File: src/core/dpps_consts.svh
// Constants of the dual port select block: register offsets, field positions,
// reset values and the bit layout of the synchronised pin bundle.
// Assumes inclusion by bare name from the package; the top module relies on that include.
`ifndef DPPS_CONSTS_SVH
`define DPPS_CONSTS_SVH

// ----------------------------------------------------------------------------
// Register offsets (byte addresses, one 32-bit word each)
// ----------------------------------------------------------------------------
`define DPPS_OFF_CONFIG 8'h00
`define DPPS_OFF_TXCTL 8'h04
`define DPPS_OFF_PHYST 8'h08
`define DPPS_OFF_RXST 8'h0c
`define DPPS_OFF_RXDATA 8'h10
`define DPPS_OFF_TXDATA 8'h14

// ----------------------------------------------------------------------------
// Field positions
// ----------------------------------------------------------------------------
`define DPPS_CFG_SEL_BIT 15
`define DPPS_CFG_STEP_BIT 10
`define DPPS_CFG_AUI_BIT 8
`define DPPS_TXC_WRAP_BIT 1
`define DPPS_PHY_LINK_BIT 14
`define DPPS_PHY_CRS_BIT 0
`define DPPS_PHY_COL_BIT 1
`define DPPS_PHY_BUSY_BIT 2
`define DPPS_PHY_COLSEEN_BIT 3
`define DPPS_RXST_BADCRC_BIT 13
`define DPPS_RXST_VALID_BIT 15

// ----------------------------------------------------------------------------
// Reset values and unit counts
// ----------------------------------------------------------------------------
`define DPPS_RST_SEL 1'b0
`define DPPS_RST_STEP 1'b0
`define DPPS_RST_AUI 1'b0
`define DPPS_RST_WRAP 1'b0
`define DPPS_BYTE_BITS 4'h8
`define DPPS_ENDEC_STEP 4'h1
`define DPPS_MII_STEP 4'h4

// ----------------------------------------------------------------------------
// Synchronised pin bundle layout
// ----------------------------------------------------------------------------
`define DPPS_NIN 16
`define DPPS_IN_E_RXD 0
`define DPPS_IN_E_CRS 1
`define DPPS_IN_E_COL 2
`define DPPS_IN_E_TXC 3
`define DPPS_IN_E_RXC 4
`define DPPS_IN_LINK_N 5
`define DPPS_IN_M_CRS 6
`define DPPS_IN_M_DV 7
`define DPPS_IN_M_COL 8
`define DPPS_IN_M_TXC 9
`define DPPS_IN_M_RXC 10
`define DPPS_IN_M_ER 11
`define DPPS_IN_M_RXD 12
// Pull levels of the idle pins; synchroniser resets here to avoid false edges
`define DPPS_PIN_IDLE 16'h0639

`endif

File: src/core/dpps_pkg.sv
// Types of the dual port select block.
// Assumes the constants header is on the include path.
`include "dpps_consts.svh"

package dpps_pkg;

  // --------------------------------------------------------------------------
  // Transmit sequencer states
  // --------------------------------------------------------------------------
  typedef enum logic {
    DPPS_TX_IDLE,
    DPPS_TX_SEND
  } dpps_tx_state_t;

  // --------------------------------------------------------------------------
  // State of the synchroniser
  // --------------------------------------------------------------------------
  typedef struct packed {
    logic [`DPPS_NIN-1:0] s1;
    logic [`DPPS_NIN-1:0] s2;
    logic [`DPPS_NIN-1:0] prev;
  } dpps_sync_state_t;

  // --------------------------------------------------------------------------
  // State of the top module
  // --------------------------------------------------------------------------
  typedef struct packed {
    logic cfg_sel;
    logic step_n;
    logic aui;
    logic wrap;
    logic [31:0] rdata;
    dpps_tx_state_t tx_st;
    logic tx_pend;
    logic [7:0] tx_byte;
    logic [7:0] tx_sh;
    logic [3:0] tx_cnt;
    logic etx_env;
    logic etxd;
    logic mtx_env;
    logic [3:0] mtxd;
    logic col_seen;
    logic rx_act;
    logic rx_err;
    logic [7:0] rx_sh;
    logic [3:0] rx_cnt;
    logic [7:0] rx_hold;
    logic rx_have;
    logic [7:0] rx_data;
    logic rx_valid;
    logic bad_crc;
  } dpps_state_t;

endpackage : dpps_pkg

File: src/core/dpps_sync_if.sv
// Carrier between the synchroniser and the port logic.
// Assumes both ends run on the same system clock.
interface dpps_sync_if;
  logic [`DPPS_NIN-1:0] lvl;
  logic [`DPPS_NIN-1:0] rise;
  modport src (output lvl, output rise);
  modport dst (input lvl, input rise);
endinterface : dpps_sync_if

File: src/core/dpps_sync.sv
// Two-stage synchroniser with rising edge detection for all pin inputs.
// Assumes the pins are asynchronous to clk_i and change slower than clk_i.
module dpps_sync
  import dpps_pkg::*;
(
  input wire logic clk_i,
  input wire logic rst_i,
  input wire logic [`DPPS_NIN-1:0] pins_i,
  dpps_sync_if.src sy
);

  dpps_sync_state_t q;
  dpps_sync_state_t d;

  // --------------------------------------------------------------------------
  // Next state: first stage feeds only the second stage
  // --------------------------------------------------------------------------
  always_comb begin
    d = q;
    d.s1 = pins_i;
    d.s2 = q.s1;
    d.prev = q.s2;
  end

  // State register
  always_ff @(posedge clk_i or posedge rst_i) begin
    if (rst_i) begin
      q <= {3{`DPPS_PIN_IDLE}}; // Idle levels, so no edge is seen after reset
    end else begin
      q <= d;
    end
  end

  // Edges come from stage two and its delayed copy only
  assign sy.lvl = q.s2;
  assign sy.rise = q.s2 & ~q.prev;

endmodule : dpps_sync

File: src/core/dpps_port.sv
// Media side port logic: selects the serial encoder port or the nibble port.
// Assumes a 10 MHz clk_i, a plain register port and slow link clocks sampled
// as ordinary inputs.
//
// Behaviour
// Encoder transmit envelope stays low whenever the nibble port is selected.
// Encoder port sends transmit data on one serial NRZ output.
// Encoder receive data, carrier, collision used only when encoder port selected.
// Encoder supplies transmit and receive clocks; ignored while nibble port selected.
// Wrap-test output follows transmit control bit 1 regardless of port.
// Active-low link input reported as phy status bit 14, any port.
// Step-mode output low-active, driven by inverse of configuration bit 10.
// Port-select output follows configuration bit 15; high means nibble port.
// Attachment-unit select output follows configuration bit 8, any port.
// Nibble transmit envelope covers each transmission, low while encoder selected.
// Nibble carrier used for deferral, ignored when encoder port selected.
// Nibble receive data-valid frames received data, ignored for encoder port.
// Nibble collision input used only while nibble port selected.
// Nibble port transmit data goes out as 4-bit nibbles.
// Nibble transceiver supplies transmit clock; ignored when encoder selected.
// Nibble receive clock used only while nibble port selected.
// Received nibbles accepted only while nibble port selected.
// Nibble code error discards the frame and sets receive status bit 13.
// Frame engine routed to exactly one port, chosen by port select.
// Each port's received signals synchronised before reaching frame logic.
//
// Strobed register access and the address map were left to the implementer.
module dpps_port
  import dpps_pkg::*;
(
  input wire logic clk_i,
  input wire logic rst_i,
  input wire logic [7:0] addr_i,
  input wire logic [31:0] wdata_i,
  input wire logic wr_i,
  input wire logic rd_i,
  output logic [31:0] rdata_o,
  input wire logic endec_rx_data_i,
  input wire logic endec_carrier_i,
  input wire logic endec_collision_i,
  input wire logic endec_tx_clock_i,
  input wire logic endec_rx_clock_i,
  output logic endec_tx_envelope_o,
  output logic endec_tx_data_o,
  input wire logic link_input_n_i,
  input wire logic mii_carrier_i,
  input wire logic mii_rx_valid_i,
  input wire logic mii_collision_i,
  input wire logic mii_tx_clock_i,
  input wire logic mii_rx_clock_i,
  input wire logic mii_rx_error_i,
  input wire logic [3:0] mii_rx_nibble_i,
  output logic mii_tx_envelope_o,
  output logic [3:0] mii_tx_nibble_o,
  output logic wrap_test_out_o,
  output logic step_mode_out_n_o,
  output logic port_select_out_o,
  output logic attach_unit_select_out_o
);

  // --------------------------------------------------------------------------
  // Helpers
  // --------------------------------------------------------------------------

  // Choose the nibble port signal when selected, else the encoder one
  function automatic logic dpps_pick(input logic sel, input logic mii, input logic enc);
    dpps_pick = sel ? mii : enc;
  endfunction : dpps_pick

  // Bits moved per link clock edge on the selected port
  function automatic logic [3:0] dpps_step(input logic sel);
    dpps_step = sel ? `DPPS_MII_STEP : `DPPS_ENDEC_STEP;
  endfunction : dpps_step

  // --------------------------------------------------------------------------
  // Pin synchronisation
  // --------------------------------------------------------------------------
  dpps_sync_if sy ();
  logic [`DPPS_NIN-1:0] pins;

  // Every pin passes two flops before any logic reads it
  assign pins = {mii_rx_nibble_i, mii_rx_error_i, mii_rx_clock_i, mii_tx_clock_i,
                 mii_collision_i, mii_rx_valid_i, mii_carrier_i, link_input_n_i,
                 endec_rx_clock_i, endec_tx_clock_i, endec_collision_i,
                 endec_carrier_i, endec_rx_data_i};

  dpps_sync u_sync (
    .clk_i(clk_i),
    .rst_i(rst_i),
    .pins_i(pins),
    .sy(sy)
  );

  // --------------------------------------------------------------------------
  // State
  // --------------------------------------------------------------------------
  dpps_state_t q;
  dpps_state_t d;

  // --------------------------------------------------------------------------
  // Next state: bus, transmit, receive
  // --------------------------------------------------------------------------
  always_comb begin
    logic sel;
    logic rsel;
    logic tclk;
    logic rclk;
    logic endec_carrier;
    logic col;
    logic env;
    logic [7:0] sh;
    logic [3:0] cnt;
    sel = 1'b0;
    rsel = 1'b0;
    tclk = 1'b0;
    rclk = 1'b0;
    endec_carrier = 1'b0;
    col = 1'b0;
    env = 1'b0;
    sh = 8'h00;
    cnt = 4'h0;
    d = q;
    d.rdata = 32'h0000_0000;

    // Register writes; configuration feeds the output pins directly
    if (wr_i) begin
      case (addr_i)
        `DPPS_OFF_CONFIG: begin
          d.cfg_sel = wdata_i[`DPPS_CFG_SEL_BIT];
          d.step_n = ~wdata_i[`DPPS_CFG_STEP_BIT];
          d.aui = wdata_i[`DPPS_CFG_AUI_BIT];
        end
        `DPPS_OFF_TXCTL: begin
          d.wrap = wdata_i[`DPPS_TXC_WRAP_BIT];
        end
        `DPPS_OFF_TXDATA: begin
          // A byte written while busy is dropped, software polls busy first
          if (!q.tx_pend && q.tx_st == DPPS_TX_IDLE) begin
            d.tx_pend = 1'b1;
            d.tx_byte = wdata_i[7:0];
          end
        end
        default: begin
        end
      endcase
    end

    // Register reads; read-to-clear flags are cleared here, set later wins
    if (rd_i) begin
      case (addr_i)
        `DPPS_OFF_CONFIG: begin
          d.rdata[`DPPS_CFG_SEL_BIT] = q.cfg_sel;
          d.rdata[`DPPS_CFG_STEP_BIT] = ~q.step_n;
          d.rdata[`DPPS_CFG_AUI_BIT] = q.aui;
        end
        `DPPS_OFF_TXCTL: begin
          d.rdata[`DPPS_TXC_WRAP_BIT] = q.wrap;
        end
        `DPPS_OFF_PHYST: begin
          d.rdata[`DPPS_PHY_LINK_BIT] = sy.lvl[`DPPS_IN_LINK_N];
          d.rdata[`DPPS_PHY_CRS_BIT] = dpps_pick(q.cfg_sel, sy.lvl[`DPPS_IN_M_CRS],
                                                 sy.lvl[`DPPS_IN_E_CRS]);
          d.rdata[`DPPS_PHY_COL_BIT] = dpps_pick(q.cfg_sel, sy.lvl[`DPPS_IN_M_COL],
                                                 sy.lvl[`DPPS_IN_E_COL]);
          d.rdata[`DPPS_PHY_BUSY_BIT] = q.tx_pend | (q.tx_st == DPPS_TX_SEND);
          d.rdata[`DPPS_PHY_COLSEEN_BIT] = q.col_seen;
          d.col_seen = 1'b0;
        end
        `DPPS_OFF_RXST: begin
          d.rdata[`DPPS_RXST_BADCRC_BIT] = q.bad_crc;
          d.rdata[`DPPS_RXST_VALID_BIT] = q.rx_valid;
          d.bad_crc = 1'b0;
        end
        `DPPS_OFF_RXDATA: begin
          d.rdata[7:0] = q.rx_data;
          d.rx_valid = 1'b0;
        end
        default: begin
        end
      endcase
    end

    // ------------------------------------------------------------------------
    // Transmit: one engine, steered to one port
    // ------------------------------------------------------------------------
    // New selection is used so a port switch never leaves a stray envelope
    sel = d.cfg_sel;
    tclk = dpps_pick(sel, sy.rise[`DPPS_IN_M_TXC], sy.rise[`DPPS_IN_E_TXC]);
    endec_carrier = dpps_pick(sel, sy.lvl[`DPPS_IN_M_CRS], sy.lvl[`DPPS_IN_E_CRS]);
    col = dpps_pick(sel, sy.lvl[`DPPS_IN_M_COL], sy.lvl[`DPPS_IN_E_COL]);
    case (q.tx_st)
      DPPS_TX_IDLE: begin
        // Defer while the selected port sees carrier
        if (q.tx_pend && tclk && !endec_carrier) begin
          d.tx_st = DPPS_TX_SEND;
          d.tx_pend = 1'b0;
          d.tx_cnt = `DPPS_BYTE_BITS - dpps_step(sel);
          if (sel) begin
            d.mtxd = q.tx_byte[3:0];
            d.tx_sh = {4'h0, q.tx_byte[7:4]};
          end else begin
            d.etxd = q.tx_byte[0];
            d.tx_sh = {1'b0, q.tx_byte[7:1]};
          end
        end
      end
      DPPS_TX_SEND: begin
        if (sel != q.cfg_sel || col) begin
          // Port switch or collision ends the transmission at once
          d.tx_st = DPPS_TX_IDLE;
          d.col_seen = col ? 1'b1 : d.col_seen;
        end else if (tclk) begin
          if (q.tx_cnt == 4'h0) begin
            d.tx_st = DPPS_TX_IDLE;
          end else begin
            d.tx_cnt = q.tx_cnt - dpps_step(sel);
            if (sel) begin
              d.mtxd = q.tx_sh[3:0];
              d.tx_sh = {4'h0, q.tx_sh[7:4]};
            end else begin
              d.etxd = q.tx_sh[0];
              d.tx_sh = {1'b0, q.tx_sh[7:1]};
            end
          end
        end
      end
      default: begin
        d.tx_st = DPPS_TX_IDLE;
      end
    endcase

    // Envelopes only on the selected port; data lines idle low
    d.etx_env = (d.tx_st == DPPS_TX_SEND) && !sel;
    d.mtx_env = (d.tx_st == DPPS_TX_SEND) && sel;
    if (d.tx_st != DPPS_TX_SEND) begin
      d.etxd = 1'b0;
      d.mtxd = 4'h0;
    end

    // ------------------------------------------------------------------------
    // Receive: envelope, clock and data of the selected port only
    // ------------------------------------------------------------------------
    rsel = q.cfg_sel;
    env = dpps_pick(rsel, sy.lvl[`DPPS_IN_M_DV], sy.lvl[`DPPS_IN_E_CRS]);
    rclk = dpps_pick(rsel, sy.rise[`DPPS_IN_M_RXC], sy.rise[`DPPS_IN_E_RXC]);
    if (!q.rx_act && env) begin
      d.rx_act = 1'b1;
      d.rx_err = 1'b0;
      d.rx_cnt = 4'h0;
      d.rx_have = 1'b0;
    end
    if (env && rclk) begin
      if (rsel) begin
        sh = {sy.lvl[`DPPS_IN_M_RXD +: 4], q.rx_sh[7:4]};
        if (sy.lvl[`DPPS_IN_M_ER]) begin
          d.rx_err = 1'b1;
        end
      end else begin
        sh = {sy.lvl[`DPPS_IN_E_RXD], q.rx_sh[7:1]};
      end
      cnt = d.rx_cnt + dpps_step(rsel);
      d.rx_sh = sh;
      if (cnt == `DPPS_BYTE_BITS) begin
        d.rx_hold = sh;
        d.rx_have = 1'b1;
        cnt = 4'h0;
      end
      d.rx_cnt = cnt;
    end
    // End of envelope: good frame posts its last byte, bad frame is dropped
    if (q.rx_act && !env) begin
      d.rx_act = 1'b0;
      if (q.rx_err) begin
        d.bad_crc = 1'b1;
      end else if (q.rx_have) begin
        d.rx_data = q.rx_hold;
        d.rx_valid = 1'b1;
      end
    end
  end

  // --------------------------------------------------------------------------
  // State register
  // --------------------------------------------------------------------------
  always_ff @(posedge clk_i or posedge rst_i) begin
    if (rst_i) begin
      q <= '0;
      q.cfg_sel <= `DPPS_RST_SEL;
      q.step_n <= ~`DPPS_RST_STEP;
      q.aui <= `DPPS_RST_AUI;
      q.wrap <= `DPPS_RST_WRAP;
      q.tx_st <= DPPS_TX_IDLE;
    end else begin
      q <= d;
    end
  end

  // --------------------------------------------------------------------------
  // Outputs, all straight from flops
  // --------------------------------------------------------------------------
  assign rdata_o = q.rdata;
  assign endec_tx_envelope_o = q.etx_env;
  assign endec_tx_data_o = q.etxd;
  assign mii_tx_envelope_o = q.mtx_env;
  assign mii_tx_nibble_o = q.mtxd;
  assign wrap_test_out_o = q.wrap;
  assign step_mode_out_n_o = q.step_n;
  assign port_select_out_o = q.cfg_sel;
  assign attach_unit_select_out_o = q.aui;
endmodule : dpps_port

File: config.mk
export PLATFORM = sky130hd
export DESIGN_NAME = dpps_port
export DESIGN_NICKNAME = d
export VERILOG_FILES = /design/src/core/dpps_pkg.sv /design/src/core/dpps_sync_if.sv /design/src/core/dpps_sync.sv /design/src/core/dpps_port.sv
export VERILOG_INCLUDE_DIRS = /design/src /design/src/core
export SDC_FILE = /design/constraint.sdc
export NUM_CORES = 1
export LEC_CHECK = 0
export ABC_AREA = 1
export BUFFER_PORTS_ARGS = -buffer_cell sky130_fd_sc_hd__clkbuf_2
export CORE_ASPECT_RATIO = 0.75
export CORE_MARGIN = 2
export CORE_UTILIZATION = 56
export CTS_CLUSTER_DIAMETER = 50
export DETAILED_ROUTE_END_ITERATION = 16
export PLACE_DENSITY = 0.8
export SLEW_MARGIN = 10
export SYNTH_ARGS = -nofsm -noshare
export SYNTH_HDL_FRONTEND = slang
export SYNTH_HIERARCHICAL = 1
export SYNTH_SLANG_ARGS = --single-unit
File: constraint.sdc
create_clock -name clk_i -period 2.8 [get_ports clk_i]
set_input_delay 0.28 -clock clk_i [delete_from_list [all_inputs] [get_ports clk_i]]
set_output_delay 0.28 -clock clk_i [all_outputs]
set_load 0.02 [all_outputs]
; ---- Word-level counts from Yosys, hierarchy flattened
; Cells that the tools add are included.
[op_classes]
n_addsub = 3
n_eq_ne = 19
muxes = 78
n_bitwise = 7
n_reduce_logical = 25
[op_table]
columns = cell, n
row1 = 12-bit 2-to-1 mux, 4
row2 = 9-bit 2-to-1 mux, 5
row3 = 4-bit 2-to-1 mux, 11
row4 = 1-bit 2-to-1 mux, 38
row5 = 12-bit case mux with 2 select lines, 1
row6 = 22-bit 2-to-1 mux, 1
row7 = 8-bit by 4-bit == test with 1-bit output (second input constant), 2
row8 = 8-bit by 5-bit == test with 1-bit output (second input constant), 2
row9 = 3-bit inequality test (second input constant), 5
row10 = 7-bit 2-to-1 mux, 2
row11 = 3-bit 2-to-1 mux, 4
row12 = 6-bit AND reduction, 2
row13 = 11-bit bitwise AND, 1
row14 = 11-bit inverter, 1
row15 = 3-bit by 2-bit inequality test with 1-bit output (second input constant), 3
row16 = 8-bit by 3-bit == test with 1-bit output (second input constant), 1
row17 = 1-bit logical AND, 8
row18 = 8-bit zero test, 1
row19 = 2-bit 2-to-1 mux, 4
row20 = 8-bit 2-to-1 mux, 1
row21 = 1-bit case mux with 2 select lines, 4
row22 = 4-bit case mux with 2 select lines, 1
row23 = 2-bit AND reduction, 3
row24 = 3-bit AND reduction, 2
row25 = other kinds (16), 25
[word_totals]
reg_bits = 123
in_bits = 60
out_inout_bits = 43
word_cells = 159

; ---- Depth between registers and ports, before layout
[depth]
depth_word = 10
ltp_mapped = 15
mapped_depth_nobuf = 14

; ---- By module
; The synthesis kept the hierarchy.
[by_module_without_submodules]
columns = module, n_inst, cells_per_inst, area_per_inst_um2, seq_area_each_um2
row1 = dpps_port, 1, 485, 4081.4, 1953.1
row2 = dpps_sync, 1, 97, 1507.7, 1223.7

; ---- Worst setup path after synthesis
; No wires, ideal clock.
[synth_path]
kind = register to register
startpoint = register q, in the netlist port_select_out_o
endpoint = register q[11] (netlist name)
setup_ns = 0.130
arrival_ns = 2.479
t_required_ns = 2.670
path_slack_ns = 0.191
stages_incl_launch_ff = 15
path_buffers = 1
period_less_slack_ns = 2.609
cell_sequence = dfrtp_1 -> inv_1 -> nand2_1 -> nand2_1 -> ha_1 -> nor2_1 -> ha_1 -> nand3_1 -> nand2_1 -> xor2_1 -> inv_1 -> nand4_1 -> nor2_1 -> buf_2 -> o21ai_0
[synth_via]
elab_chain_cells = 6
elab_cells_between_ends = 10
classes_between = 1 x add/sub / 1 x eq/ne / 5 x mux / 3 x reduce/logical
[synth_lines]
columns = item, line_no
row1 = start: declaration, dpps_port.sv:97  ; dpps_state_t q;
row2 = 1-bit 2-to-1 mux, dpps_port.sv:67  ; dpps_pick = sel ? mii : enc;
row3 = 1-bit logical AND, dpps_port.sv:246  ; if (!q.rx_act && env) begin
row4 = 4-bit 2-to-1 mux, dpps_port.sv:246
row5 = 4-bit by 3-bit adder with 4-bit output, dpps_port.sv:261  ; cnt = d.rx_cnt + dpps_step(rsel);
row6 = 4-bit == test (no line), -
row7 = 2-bit AND reduction (no line), -
; Several ways; a longest one is shown, not always the timed one.
; A chain may end at the register's enable or synchronous reset.

; ---- Worst setup path after layout
; Same ends and word-level chain as after synthesis.

==> results.ini <==
[sta]
worst_pin_slew_ns = 0.990
fin_crit_ns = 2.54
period_share = 0.908
clock_skew_ns = 0.00899
rsz0062_at_grt = no
finalSetupViolations = 0
tns_ns = 0
max-slew-margin-rel = 0.339
fmax_mhz = 393
worst_slack_ns = 0.257
hold_violations = 0
slew_violations = 0

[final_layout]
n_antenna_cell = 0
drive_gt1_frac = 0.237
final_cell_mix = nand2_1, dfrtp_1, clkbuf_2
layout_commonest_cell = nand2_1
fillCellCount = 685
syn_to_final_growth_pct = 19.3
nets = 674

[grt]
grt_use_total = 0.229
grt_max_degree = 51
grt_pass1_vias = 3570
grt-ovfl-total = 0
grt_pass1_wl_mm = 17.1
antenna_found_initial = 0

[power_and_ir_drop]
p_switching_mw = 1.07
pwr_density_cell_nw_per_um2 = 766
p_int_mw = 3.62
combPwrFrac = 0.093
clkPwrFrac = 0.508
peakVddDrop_v = 0.000462
seq_power_share = 0.399
power_mw = 4.70
p_leak_nw = 3.12
swShare = 0.229

[synthesis]
syn_area_sq_um = 5140
syn_inst = 542
syn_area_per_cell_sq_um = 9.48
synth_warnings = 6

[worst_hold_path]
min_from = wdata_i[10]
hold_end = step_mode_out_n_o
min_path_cells = 2
worstHoldPathType = in -> reg

[status]
status = completed

[clock_network]
path_clk_slew_ns = 0.05
cts_max_level = 4
clock_sinks = 114
insertion_delay_ns = 0.41
cts_made_buffers = 17
root_buffer = clkbuf_16
cts_max_path_buffers = 2
cts_tree = yes

[setup_path]
crit_type = reg -> reg
crit_arrival_ns = 2.83
rr_endpoint = q[11]
cp-end-kind = register
startpoint_type = register
worstRegToRegCells = 14
rrSetupSlack_ns = 0.26
crit_required_ns = 3.09
path_max_fanout = 16
r2r-start = port_select_out_o

[die]
core_area_sq_um = 8970
initial_core_util = 0.573
die_w_um = 115
die-area_sq_um = 9960
die_y_um = 86.9
pin_count = 103
rows = 30

[place]
place.gp.congestion = 0.862
numPortBuffers = 62
dp_hpwl_mm = 6.74
dpl_worst_slack_ns = 0.352

[routing]
wirelength_mm = 10.2
vias = 3654
ant_nets = 0
via_per_inst = 5.00
first_iter_violations = 315
wl_per_cell_um = 14.0
drc = 0
dr.pass1.iters = 5

[job]
cap_violations = 0

-- registers in the layout, summed over array words and instances (netlist names) --
register                  cells
wrap_test_out_o               1
step_mode_out_n_o             1
u_sync/sy.lvl                16
u_sync/d                     16
endec_tx_data_o               1
mii_tx_nibble_o               4
q                            54
attach_unit_select_out_o      1
mii_tx_envelope_o             1
port_select_out_o             1
rdata_o                      13
u_sync/q                      4
endec_tx_envelope_o           1
-- layer usage --
layer  routed length, um  global-route usage  part of all wire  vias to the layer above
met1                4780               0.308              0.47                     1716
met2                4560               0.344              0.45                      135
met3                 712              0.0759             0.070                       20
li1                    -                   -                 -                     1783
met5                   0                   0                 0                        -
met4                 161              0.0931             0.016                        0
-- area by class of cell --
type	count	area, sq um	area share
inverter	62	233	0.0380
multi-input combinational	325	1680	0.275
clock buffer	21	440	0.0719
tap	112	140	0.0229
sequential	114	2870	0.469
timing repair buffer	86	546	0.0890
clock inverter	11	211	0.0345
-- what timing repair did --
action,4_1_cts,5_1_grt
buffers inserted,0,0
hold buffers,17,0
endpoints found under the hold margin,44,0
gates resized for setup,0,0
-- worst max-delay path, cell delays in order (launching register included) --
cell      delay [ns]
dfrtp_1         0.48
inv_1           0.10
nand2_1         0.09
nand2_1         0.09
ha_1            0.25
nor2_1          0.18
ha_1            0.22
ha_1            0.19
xor2_1          0.18
inv_1           0.08
nand4_1         0.14
nor2_1          0.06
buf_4           0.18
o211ai_1        0.08
o21ai_0         0.10
-- power by group through the flow --
stage | sequential (mW) | combinational [mW] | clock (mW)
floorplan | 1.88 | 0.328 | 0
global placement | 1.89 | 0.389 | 0
detailed placement | 1.90 | 0.405 | 0
CTS | 1.87 | 0.434 | 2.41
global route | 1.89 | 0.501 | 2.50
finish | 1.88 | 0.435 | 2.39
-- how the worst max path moves through the flow --
stage / start / end / slack (ns) / cells after the start
global route: port_select_out_o / q[16] / 0.006 / 15
global placement: port_select_out_o / q[11] / 0.47 / 15
finish: port_select_out_o / q[11] / 0.26 / 14
CTS: port_select_out_o / q[11] / 0.30 / 15
detailed placement: port_select_out_o / q[11] / 0.35 / 15
floorplan: port_select_out_o / q[11] / 0.19 / 14
-- stage by stage --
stage          cells  instance area (sq um)   util  hold WS, ns
6_report         731                   6130  0.683       0.0256
5_1_grt          731                   6130  0.683       0.0307
4_1_cts          731                   6130  0.683       0.0117
3_5_place_dp     682                   5310  0.591        0.336
3_3_place_gp     682                   5310  0.591        0.337
2_1_floorplan    560                   5200      -        0.284
Note: power is estimated with default switching activity, not from simulation.
